File: src/logic/zxd_pkg.sv
// Constants shared by the zero-cross event logic.
// Assumes a 32-bit AXI4-Lite register bus with byte addresses.
`default_nettype none
package zxd_pkg;
   // ***********************************************
   // Register byte offsets
   // ***********************************************
   localparam logic [7:0] ADDR_DET_CTRL   = 8'h00;
   localparam logic [7:0] ADDR_IRQ_STATUS = 8'h04;
   localparam logic [7:0] ADDR_IRQ_MASK   = 8'h08;
   localparam logic [7:0] ADDR_IRQ_CTRL   = 8'h0C;
   localparam logic [7:0] ADDR_CONFIG     = 8'h10;

   // ***********************************************
   // Detector control register fields
   // ***********************************************
   localparam int CTRL_ENABLE_POS = 7;
   localparam int CTRL_LEVEL_POS  = 5;
   localparam int CTRL_INVERT_POS = 4;
   localparam int CTRL_RISE_POS   = 1;
   localparam int CTRL_FALL_POS   = 0;

   // ***********************************************
   // Interrupt and config register fields
   // ***********************************************
   localparam int STATUS_EVENT_POS = 0;
   localparam int MASK_EVENT_POS   = 0;
   localparam int IRQ_PERIPH_POS   = 0;
   localparam int IRQ_GLOBAL_POS   = 1;
   localparam int CONFIG_PODD_POS  = 0;

   // ***********************************************
   // Reset values
   // ***********************************************
   localparam logic RST_ENABLE = 1'b0;
   localparam logic RST_INVERT = 1'b0;
   localparam logic RST_RISE   = 1'b0;
   localparam logic RST_FALL   = 1'b0;
   localparam logic RST_FLAG   = 1'b0;
   localparam logic RST_MASK   = 1'b0;
   localparam logic RST_PERIPH = 1'b0;
   localparam logic RST_GLOBAL = 1'b0;

   // ***********************************************
   // Bus responses and timing
   // ***********************************************
   localparam logic [1:0] RESP_OKAY   = 2'b00;
   localparam logic [1:0] RESP_SLVERR = 2'b10;
   localparam int         SYNC_STAGES = 2;
   localparam logic [1:0] STRAP_WAIT  = 2'h3;
endpackage
`default_nettype wire

File: src/logic/zxd_sync.sv
// Two-flop synchroniser for a group of independent level inputs.
// Assumes each bit is a slow level; no multi-bit coherence is implied.
`default_nettype none
module zxd_sync
   import zxd_pkg::*;
#(
   parameter int WIDTH = 1
) (
   input  wire logic             clk,     // System clock
   input  wire logic             rst,     // Sync reset, active high
   input  wire logic [WIDTH-1:0] async_i, // Levels from outside
   output var  logic [WIDTH-1:0] sync_o   // Levels in clock domain
);
   logic [WIDTH-1:0] meta_q;

   // ***********************************************
   // Synchroniser stages
   // ***********************************************
   always_ff @(posedge clk) begin
      if (rst) begin
         meta_q <= '0;
         sync_o <= '0;
      end else begin
         meta_q <= async_i;
         sync_o <= meta_q;
      end
   end
endmodule
`default_nettype wire

File: src/logic/zxd_top.sv
// Zero-cross detector event logic with an AXI4-Lite register slave.
// Assumes the analog stage gives a raw sink/source decision level
// and a power-on disable strap, both asynchronous to CLK.
//
// The AXI4-Lite interface to the registers and the address map were chosen for this implementation.
`default_nettype none
module zxd_top
   import zxd_pkg::*;
(
   input  wire logic        CLK,            // System clock, 250 MHz
   input  wire logic        SYS_RST,        // Sync reset, active high
   input  wire logic        SINK_ACTIVE,    // Raw comparator: 1 = sink
   input  wire logic        PWR_ON_DISABLE, // Power-on disable strap
   output var  logic        CROSS_LEVEL,    // Level to logic cells
   output var  logic        IRQ,            // Interrupt request, level
   input  wire logic [7:0]  S_AXI_AWADDR,   // Write address
   input  wire logic        S_AXI_AWVALID,  // Write address valid
   output var  logic        S_AXI_AWREADY,  // Write address ready
   input  wire logic [31:0] S_AXI_WDATA,    // Write data
   input  wire logic [3:0]  S_AXI_WSTRB,    // Write byte strobes
   input  wire logic        S_AXI_WVALID,   // Write data valid
   output var  logic        S_AXI_WREADY,   // Write data ready
   output var  logic [1:0]  S_AXI_BRESP,    // Write response
   output var  logic        S_AXI_BVALID,   // Write response valid
   input  wire logic        S_AXI_BREADY,   // Write response ready
   input  wire logic [7:0]  S_AXI_ARADDR,   // Read address
   input  wire logic        S_AXI_ARVALID,  // Read address valid
   output var  logic        S_AXI_ARREADY,  // Read address ready
   output var  logic [31:0] S_AXI_RDATA,    // Read data
   output var  logic [1:0]  S_AXI_RRESP,    // Read response
   output var  logic        S_AXI_RVALID,   // Read data valid
   input  wire logic        S_AXI_RREADY    // Read data ready
);
   // ***********************************************
   // Declarations
   // ***********************************************
   logic [1:0]  sync_out;
   logic        sink_s;
   logic        strap_s;
   logic        enable_q;
   logic        invert_q;
   logic        rise_en_q;
   logic        fall_en_q;
   logic        flag_q;
   logic        flag_d;
   logic        mask_q;
   logic        periph_q;
   logic        global_q;
   logic        strap_q;
   logic [1:0]  strap_cnt_q;
   logic        level_q;
   logic        prev_q;
   logic        rise_evt;
   logic        fall_evt;
   logic        invert_evt_q;
   logic        set_evt;
   logic        clr_evt;
   logic        aw_held_q;
   logic        aw_held_d;
   logic        w_held_q;
   logic        w_held_d;
   logic [7:0]  aw_addr_q;
   logic [31:0] w_data_q;
   logic [3:0]  w_strb_q;
   logic        bvalid_d;
   logic        rvalid_d;
   logic        aw_hs;
   logic        w_hs;
   logic        wr_fire;
   logic        rd_fire;
   logic        wr_ctrl;

   // ***********************************************
   // Address decode
   // ***********************************************
   function automatic logic addr_mapped(input logic [7:0] a);
      addr_mapped = (a == ADDR_DET_CTRL) || (a == ADDR_IRQ_STATUS) ||
                    (a == ADDR_IRQ_MASK) || (a == ADDR_IRQ_CTRL) ||
                    (a == ADDR_CONFIG);
   endfunction

   // ***********************************************
   // Input synchronisers
   // ***********************************************
   zxd_sync #(
      .WIDTH (2)
   ) u_sync (
      .clk     (CLK),
      .rst     (SYS_RST),
      .async_i ({PWR_ON_DISABLE, SINK_ACTIVE}),
      .sync_o  (sync_out)
   );

   assign sink_s  = sync_out[0];
   assign strap_s = sync_out[1];

   // ***********************************************
   // Write channel handshakes
   // ***********************************************
   assign aw_hs   = S_AXI_AWVALID & S_AXI_AWREADY;
   assign w_hs    = S_AXI_WVALID & S_AXI_WREADY;
   assign wr_fire = aw_held_q & w_held_q & ~S_AXI_BVALID;
   assign rd_fire = S_AXI_ARVALID & S_AXI_ARREADY;
   assign wr_ctrl = wr_fire & (aw_addr_q == ADDR_DET_CTRL) & w_strb_q[0];

   always_comb begin
      aw_held_d = aw_held_q;
      w_held_d  = w_held_q;
      bvalid_d  = S_AXI_BVALID;
      if (wr_fire) begin
         aw_held_d = 1'b0;
         w_held_d  = 1'b0;
         bvalid_d  = 1'b1;
      end else begin
         if (aw_hs) begin
            aw_held_d = 1'b1;
         end
         if (w_hs) begin
            w_held_d = 1'b1;
         end
         if (S_AXI_BVALID && S_AXI_BREADY) begin
            bvalid_d = 1'b0;
         end
      end
   end

   always_ff @(posedge CLK) begin
      if (SYS_RST) begin
         aw_held_q     <= 1'b0;
         w_held_q      <= 1'b0;
         S_AXI_AWREADY <= 1'b0;
         S_AXI_WREADY  <= 1'b0;
         S_AXI_BVALID  <= 1'b0;
      end else begin
         aw_held_q     <= aw_held_d;
         w_held_q      <= w_held_d;
         S_AXI_AWREADY <= ~aw_held_d & ~bvalid_d;
         S_AXI_WREADY  <= ~w_held_d & ~bvalid_d;
         S_AXI_BVALID  <= bvalid_d;
      end
   end

   always_ff @(posedge CLK) begin
      if (SYS_RST) begin
         aw_addr_q <= 8'h00;
         w_data_q  <= 32'h0000_0000;
         w_strb_q  <= 4'h0;
      end else begin
         if (aw_hs) begin
            aw_addr_q <= {S_AXI_AWADDR[7:2], 2'b00};
         end
         if (w_hs) begin
            w_data_q <= S_AXI_WDATA;
            w_strb_q <= S_AXI_WSTRB;
         end
      end
   end

   always_ff @(posedge CLK) begin
      if (SYS_RST) begin
         S_AXI_BRESP <= RESP_OKAY;
      end else if (wr_fire) begin
         S_AXI_BRESP <= addr_mapped(aw_addr_q) ? RESP_OKAY : RESP_SLVERR;
      end
   end

   // ***********************************************
   // Read channel
   // ***********************************************
   assign rvalid_d = rd_fire ? 1'b1 :
                     (S_AXI_RREADY ? 1'b0 : S_AXI_RVALID);

   always_ff @(posedge CLK) begin
      if (SYS_RST) begin
         S_AXI_RVALID  <= 1'b0;
         S_AXI_ARREADY <= 1'b0;
      end else begin
         S_AXI_RVALID  <= rvalid_d;
         S_AXI_ARREADY <= ~rvalid_d;
      end
   end

   always_ff @(posedge CLK) begin
      if (SYS_RST) begin
         S_AXI_RDATA <= 32'h0000_0000;
         S_AXI_RRESP <= RESP_OKAY;
      end else if (rd_fire) begin
         S_AXI_RDATA <= 32'h0000_0000;
         S_AXI_RRESP <= addr_mapped({S_AXI_ARADDR[7:2], 2'b00}) ?
                        RESP_OKAY : RESP_SLVERR;
         unique case ({S_AXI_ARADDR[7:2], 2'b00})
            ADDR_DET_CTRL: begin
               S_AXI_RDATA[CTRL_ENABLE_POS] <= enable_q;
               S_AXI_RDATA[CTRL_LEVEL_POS]  <= level_q;
               S_AXI_RDATA[CTRL_INVERT_POS] <= invert_q;
               S_AXI_RDATA[CTRL_RISE_POS]   <= rise_en_q;
               S_AXI_RDATA[CTRL_FALL_POS]   <= fall_en_q;
            end
            ADDR_IRQ_STATUS: begin
               S_AXI_RDATA[STATUS_EVENT_POS] <= flag_q;
            end
            ADDR_IRQ_MASK: begin
               S_AXI_RDATA[MASK_EVENT_POS] <= mask_q;
            end
            ADDR_IRQ_CTRL: begin
               S_AXI_RDATA[IRQ_PERIPH_POS] <= periph_q;
               S_AXI_RDATA[IRQ_GLOBAL_POS] <= global_q;
            end
            ADDR_CONFIG: begin
               S_AXI_RDATA[CONFIG_PODD_POS] <= strap_q;
            end
            default: begin
               S_AXI_RDATA <= 32'h0000_0000;
            end
         endcase
      end
   end

   // ***********************************************
   // Power-on enable from strap
   // ***********************************************
   // Strap is read only after the synchroniser has settled
   always_ff @(posedge CLK) begin
      if (SYS_RST) begin
         strap_cnt_q <= 2'h0;
         strap_q     <= 1'b0;
      end else if (strap_cnt_q != STRAP_WAIT) begin
         strap_cnt_q <= strap_cnt_q + 2'h1;
         strap_q     <= strap_s;
      end
   end

   // ***********************************************
   // Detector control register
   // ***********************************************
   always_ff @(posedge CLK) begin
      if (SYS_RST) begin
         enable_q <= RST_ENABLE;
      end else if (wr_ctrl) begin
         enable_q <= w_data_q[CTRL_ENABLE_POS];
      end else if (strap_cnt_q == (STRAP_WAIT - 2'h1)) begin
         enable_q <= ~strap_s;
      end
   end

   always_ff @(posedge CLK) begin
      if (SYS_RST) begin
         invert_q     <= RST_INVERT;
         rise_en_q    <= RST_RISE;
         fall_en_q    <= RST_FALL;
         invert_evt_q <= 1'b0;
      end else begin
         invert_evt_q <= wr_ctrl &
                         (w_data_q[CTRL_INVERT_POS] != invert_q);
         if (wr_ctrl) begin
            invert_q  <= w_data_q[CTRL_INVERT_POS];
            rise_en_q <= w_data_q[CTRL_RISE_POS];
            fall_en_q <= w_data_q[CTRL_FALL_POS];
         end
      end
   end

   // ***********************************************
   // Interrupt enable registers
   // ***********************************************
   always_ff @(posedge CLK) begin
      if (SYS_RST) begin
         mask_q   <= RST_MASK;
         periph_q <= RST_PERIPH;
         global_q <= RST_GLOBAL;
      end else if (wr_fire && w_strb_q[0]) begin
         if (aw_addr_q == ADDR_IRQ_MASK) begin
            mask_q <= w_data_q[MASK_EVENT_POS];
         end
         if (aw_addr_q == ADDR_IRQ_CTRL) begin
            periph_q <= w_data_q[IRQ_PERIPH_POS];
            global_q <= w_data_q[IRQ_GLOBAL_POS];
         end
      end
   end

   // ***********************************************
   // Level and edge detection
   // ***********************************************
   // No sleep input gates any of this logic
   always_ff @(posedge CLK) begin
      if (SYS_RST) begin
         level_q <= 1'b0;
         prev_q  <= 1'b0;
      end else begin
         level_q <= enable_q & (sink_s ^ invert_q);
         prev_q  <= level_q;
      end
   end

   assign rise_evt = level_q & ~prev_q;
   assign fall_evt = ~level_q & prev_q;

   // ***********************************************
   // Event flag
   // ***********************************************
   assign set_evt = (rise_evt & rise_en_q) | (fall_evt & fall_en_q) |
                    invert_evt_q;
   assign clr_evt = rd_fire &
                    ({S_AXI_ARADDR[7:2], 2'b00} == ADDR_IRQ_STATUS);

   always_comb begin
      flag_d = flag_q;
      if (set_evt) begin
         flag_d = 1'b1;
      end else if (clr_evt) begin
         flag_d = 1'b0;
      end
   end

   always_ff @(posedge CLK) begin
      if (SYS_RST) begin
         flag_q <= RST_FLAG;
      end else begin
         flag_q <= flag_d;
      end
   end

   // ***********************************************
   // Outputs
   // ***********************************************
   always_ff @(posedge CLK) begin
      if (SYS_RST) begin
         IRQ         <= 1'b0;
         CROSS_LEVEL <= 1'b0;
      end else begin
         IRQ         <= flag_q & mask_q & periph_q & global_q;
         CROSS_LEVEL <= level_q;
      end
   end
endmodule
`default_nettype wire

File: config.mk
export PLATFORM = sky130hd
export DESIGN_NAME = zxd_top
export DESIGN_NICKNAME = d
export VERILOG_FILES = /design/src/logic/zxd_pkg.sv /design/src/logic/zxd_sync.sv /design/src/logic/zxd_top.sv
export SDC_FILE = /design/constraint.sdc
export NUM_CORES = 1
export LEC_CHECK = 0
export ABC_CLOCK_PERIOD_IN_PS = 1910
export BUFFER_PORTS_ARGS = -buffer_cell sky130_fd_sc_hd__buf_2
export CAP_MARGIN = 5
export CORE_AREA = 5 5 71 73
export CTS_BUF_LIST = sky130_fd_sc_hd__clkbuf_4 sky130_fd_sc_hd__clkbuf_8
export DETAILED_ROUTE_END_ITERATION = 8
export DIE_AREA = 0 0 76 78
export PLACE_DENSITY = 0.9
export SLEW_MARGIN = 15
export SYNTH_ARGS = -nofsm -noshare
export SYNTH_HDL_FRONTEND = slang
export SYNTH_SLANG_ARGS = --single-unit
File: constraint.sdc
create_clock -name CLK -period 1.91 [get_ports CLK]
set_input_delay 0.0955 -clock CLK [delete_from_list [all_inputs] [get_ports CLK]]
set_output_delay 0.0955 -clock CLK [all_outputs]
set_load 0.02 [all_outputs]
; ---- Yosys cells after proc, flatten, opt, wreduce, memory -nomap -nowiden
; Cells that the tools add are included.
[word_totals]
ff_bits = 50
latchBits = 0
ram_bits = 0
romBits = 0
out_inout_bits = 43
mem_count = 0
[classes]
addsub = 1
n_mul = 0
n_div = 0
order_cmp = 0
eq_ne = 11
n_shift = 0
mux = 18
bitwise = 30
reduce_logical = 16
[op_table]
columns = operator, count
row1 = $eq 6x2->1 const B, 4
row2 = $and 1x1->1, 19
row3 = $mux 1, 13
row4 = $eq 6x1->1 const B, 2
row5 = $eq 6x3->1 const B, 2
row6 = $logic_not 8->1, 1
row7 = $logic_or 1x1->1, 8
row8 = $not 1->1, 8
row9 = $logic_not 6->1, 1
row10 = $mux 2, 3
row11 = $pmux 1 s5, 1
row12 = $reduce_and 2->1, 2
row13 = $reduce_bool 2->1, 2
row14 = $add 2x1->2 const B, 1
row15 = $eq 2x2->1 const B, 1
row16 = $logic_and 1x1->1, 2
row17 = $ne 2x2->1 const B, 1
row18 = $or 1x1->1, 2
row19 = $pmux 1 s2, 1
row20 = $ne 1x1->1, 1
row21 = $xor 1x1->1, 1

; ---- Depth between registers and ports, before layout
[depth]
word_depth = 6
ltp_mapped = 6
ltp_nobuf = 6

; ---- Hierarchy
; A second synthesis with hierarchy kept.
[unflattened]
cells_unflattened = 222
area_unflattened_um2 = 1999.4
[by_module_without_submodules]
columns = mod, instances, cells_each, area_each_um2, seq_area_each_um2
row1 = zxd_top, 1, 214, 1894.3, 800.8
row2 = zxd_sync, 1, 8, 105.1, 80.1

; ---- Worst setup path after synthesis
; Ideal clock, no wire load.
[synth_path]
path_kind = register -> register
from = reg S_AXI_BVALID
to = reg enable_q
setup_ps = 128
arrival_ps = 1311
required_ps = 1782
setup_slack_ps = 472
stages_incl_launch_ff = 6
path_buffers = 1
path_cell_list = dfxtp_1 -> and3b_1 -> clkbuf_1 -> nand4_1 -> mux2i_1 -> nor2_1
[synth_between]
elab_chain_len = 5
[synth_rtl]
columns = element, line_no
row1 = from (decl), zxd_top.sv:24  ; output var logic S_AXI_BVALID,
row2 = from (signal assigned), zxd_top.sv:139  ; S_AXI_BVALID <= bvalid_d;
row3 = $not 1->1 (*), zxd_top.sv:102  ; assign wr_fire = aw_held_q & w_held_q & ~S_AXI_BVALID;
row4 = $and 1x1->1 (*), zxd_top.sv:102
row5 = $and 1x1->1 (*) (2 in series), zxd_top.sv:104  ; assign wr_ctrl = wr_fire & (aw_addr_q == ADDR_DET_CTRL) & w_strb_q[0];
row6 = $mux 1 or $reduce_bool 2->1 (tied branches), -
row7 = to (signal assigned), zxd_top.sv:240  ; enable_q <= w_data_q[CTRL_ENABLE_POS];
row8 = to (signal assigned), zxd_top.sv:242  ; enable_q <= ~strap_s;
row9 = to (decl), zxd_top.sv:40  ; logic enable_q;
; Every way passes the cells marked *; elsewhere a longest branch is shown, timed or not.
; A chain may end at the register's enable or synchronous reset.

; ---- Worst setup path after layout
[layout_path]
from = reg aw_addr_q[5]
to = reg enable_q
[layout_between]
elab_chain_len = 4
[layout_rtl]
columns = element, line_no
row1 = from (decl), zxd_top.sv:62  ; logic [7:0] aw_addr_q;
row2 = from (signal assigned), zxd_top.sv:150  ; aw_addr_q <= {S_AXI_AWADDR[7:2], 2'b00};
row3 = $logic_not 8->1 (*), zxd_top.sv:104
row4 = $and 1x1->1 (*) (2 in series), zxd_top.sv:104
row5 = $mux 1 or $reduce_bool 2->1 (tied branches), -
; Marks and branches as above.

==> results.py <==
metrics = {
    "clock_tree": {
        "cts_root_buffer": "clkbuf_8",
        "cts.clk_slew.worst_paths_ps": 70,
        "insertion_delay_ps": 290,
        "cts_tree": "built",
        "clockBufferDepth": 2,
        "cts_resized": 0,
        "htreeDepth": 2,
        "numCtsBuffers": 5,
        "post_cts_buffers": 0,
        "cts_hold_buf": 0,
        "clock-sinks": 44,
    },
    "yosys": {
        "synth_warnings": 0,
        "syn_inst": 210,
        "synth_area_leaders": "dfxtp_1 46%, buf_4 12%, mux2i_1 5.2%, a21oi_1 5.0%, nor2_1 3.3%",
        "ys.flop_type": "dfxtp_1",
        "synth_cell_types": 33,
        "async_flop_share": 0,
        "synth_seq_area_share": 0.460,
        "syn-cell-area_um2": 1910,
        "postSynthAreaPerCell_um2": 9.12,
        "netlist.area_leader.share": 0.460,
        "synth-edff-count": 0,
        "ys_seq_elements": 44,
        "yosysTopAreaCell": "dfxtp_1",
    },
    "critical_path": {
        "r2r_end": "enable_q",
        "cp-start-kind": "register",
        "ff2ff_path_depth": 4,
        "cp-end-kind": "register",
        "worstPathMaxFanout": 5,
        "cpLargestDelayFamily": "simple AND/OR/NAND/NOR gates",
        "required_ps": 2090,
        "critPathMaxStageDelay_ps": 390,
        "rr_startpoint": "aw_addr_q[5]",
        "worstPathArrival_ps": 1700,
        "worstPathCellList": "nor3_1 -> nand4_1 -> mux2i_1 -> nor2_1",
        "cp_num_buf_inv": 0,
        "crit_type": "register to register",
        "r2r_slack_ps": 390,
        "cp_slowest_cell": "nand4_1",
    },
    "power": {
        "peakVddDrop_mv": 0.396,
        "p_leak_uw": 0.000941,
        "clkPwrFrac": 0.335,
        "pwr_density_cell_nw_per_um2": 866,
        "internal_power_uw": 1360,
        "pwr-share-seq": 0.541,
        "power_frac_comb": 0.124,
        "p_switching_uw": 476,
        "switching_share": 0.259,
    },
    "job": {
        "max_cap_violations": 0,
    },
    "final_layout": {
        "fillerInstances": 428,
        "drive_gt1_frac": 0.206,
        "final_cell_mix": "44 x dfxtp_1, 39 x buf_2, 29 x conb_1",
        "syn2layout_area_growth_pct": 10.8,
        "final_common_cell": "dfxtp_1",
        "fin_nets": 310,
        "insertedDiodeCount": 0,
    },
    "routing": {
        "postRouteAntennaNets": 0,
        "viasPerCell": 4.75,
        "drcViolationCount": 0,
        "dr.pass1.iters": 4,
        "wirelength_um": 3500,
        "num_vias": 1426,
        "wl_per_cell_um": 11.7,
        "drtIter0Drc": 45,
    },
    "grt": {
        "grt_max_degree": 27,
        "antenna_found_initial": 0,
        "grt_overflow": 0,
        "grt_pass1_wl_um": 5800,
        "grt_pass1_vias": 1362,
        "grt_usage": 0.117,
    },
    "sta": {
        "finClkSkew_ps": 4.62,
        "maxSlewViolCount": 0,
        "worst_slack_ps": 390,
        "hold_violations": 0,
        "period_needed_ps": 1520,
        "fin_tns_setup_ps": 0,
        "fin_crit_sh": 0.796,
        "rsz0062_at_grt": "false",
        "finalSetupViolations": 0,
        "clock.fmax_mhz": 658,
    },
    "floorplanning": {
        "die_x_um": 76,
        "core-area_um2": 4290,
        "io_pins": 104,
        "num_rows": 24,
        "die_area_um2": 5930,
        "die_y_um": 78,
        "start_util": 0.446,
    },
    "worst_hold_path": {
        "hold_end": "u_sync.meta_q[1]",
        "min_path_cells": 2,
        "hold_path_class": "input port to register",
        "hold_path.startpoint": "PWR_ON_DISABLE",
    },
    "placement": {
        "port_buffers": 39,
        "dp_worst_setup_slack_ps": 420,
        "dp_hpwl_um": 2690,
        "place_congestion": 0.781,
    },
    "run_status": {
        "outcome": "finished clean",
    },
}
worst max-delay path by stage:
stage	from	to	cells past startpoint
6_report	aw_addr_q[5]	enable_q	4
3_3_place_gp	aw_addr_q[5]	enable_q	4
2_1_floorplan	S_AXI_BVALID	enable_q	5
4_1_cts	aw_addr_q[5]	enable_q	4
5_1_grt	aw_addr_q[5]	rise_en_q	4
3_5_place_dp	aw_addr_q[5]	enable_q	4
cell families after synthesis:
kind of cell / after synthesis / synth area share
AOI/OAI and AO/OA: 31 / 0.0941
DFF: 44 / 0.460
and+or+nand+nor: 79 / 0.223
xor gates and xnor gates: 3 / 0.0137
muxes: 10 / 0.0523
buffers and inverters: 40 / 0.142
other: 1 / 0.00196
adders and majority gates: 2 / 0.0131
per-layer routing:
| metal | part of all wire | track usage | vias up | routed length (um) |
|---|---|---|---|---|
| li1 | - | - | 731 | - |
| met1 | 0.42 | 0.128 | 640 | 1480 |
| met2 | 0.48 | 0.197 | 49 | 1670 |
| met3 | 0.087 | 0.0486 | 6 | 303 |
| met4 | 0.014 | 0.0498 | 0 | 48 |
| met5 | 0 | 0 | - | 0 |
through the flow:
step	util	instance area, um^2	std cells	total power, uW	hold slack [ps]
floorplan	-	2020	238	1230	224
global placement	0.471	2020	292	1230	304
detailed placement	0.471	2020	292	1240	309
CTS	0.494	2120	300	1860	3.27
global route	0.494	2120	300	1920	29.0
finish	0.494	2120	300	1840	9.20
cell usage after synthesis, drive strengths merged, types with 2 or more instances:
master / n
nor2b: 8
nand3: 11
inv: 2
o21ai: 2
nor2: 17
ha: 2
and2: 2
buf: 32
mux2i: 10
nand2: 15
clkbuf: 6
a22o: 3
nand4: 3
or3: 2
nor3b: 5
xnor2: 2
a21oi: 19
a31oi: 4
nor4: 2
nand2b: 2
nor3: 9
dfxtp: 44
power groups by stage:
stage	sequential [uW]	clock [uW]	combinational [uW]
finish	994	615	228
global route	1000	661	256
CTS	995	633	228
detailed placement	1020	0	226
global placement	1010	0	221
floorplan	1020	0	211
worst reg2reg max path: stages, from the launching register on:
cell,delay [ps]
dfxtp_1,310
nor3_1,380
nand4_1,390
mux2i_1,260
nor2_1,60
registers in the layout, summed over array words and instances (netlist names), 2 cells and up:
name	count
w_data_q	4
strap_cnt_q	2
u_sync.sync_o	2
u_sync.meta_q	2
S_AXI_RDATA	5
aw_addr_q	6
cell type report:
cell class	count	area, um^2	area share
clock buffer	8	97.6	0.0460
sequential	44	881	0.415
multi-input combinational	154	867	0.409
inverter	2	7.51	0.00354
tap	52	65.1	0.0307
timing repair buffer	40	203	0.0956
No activity file was read; power rests on OpenSTA's default activity.
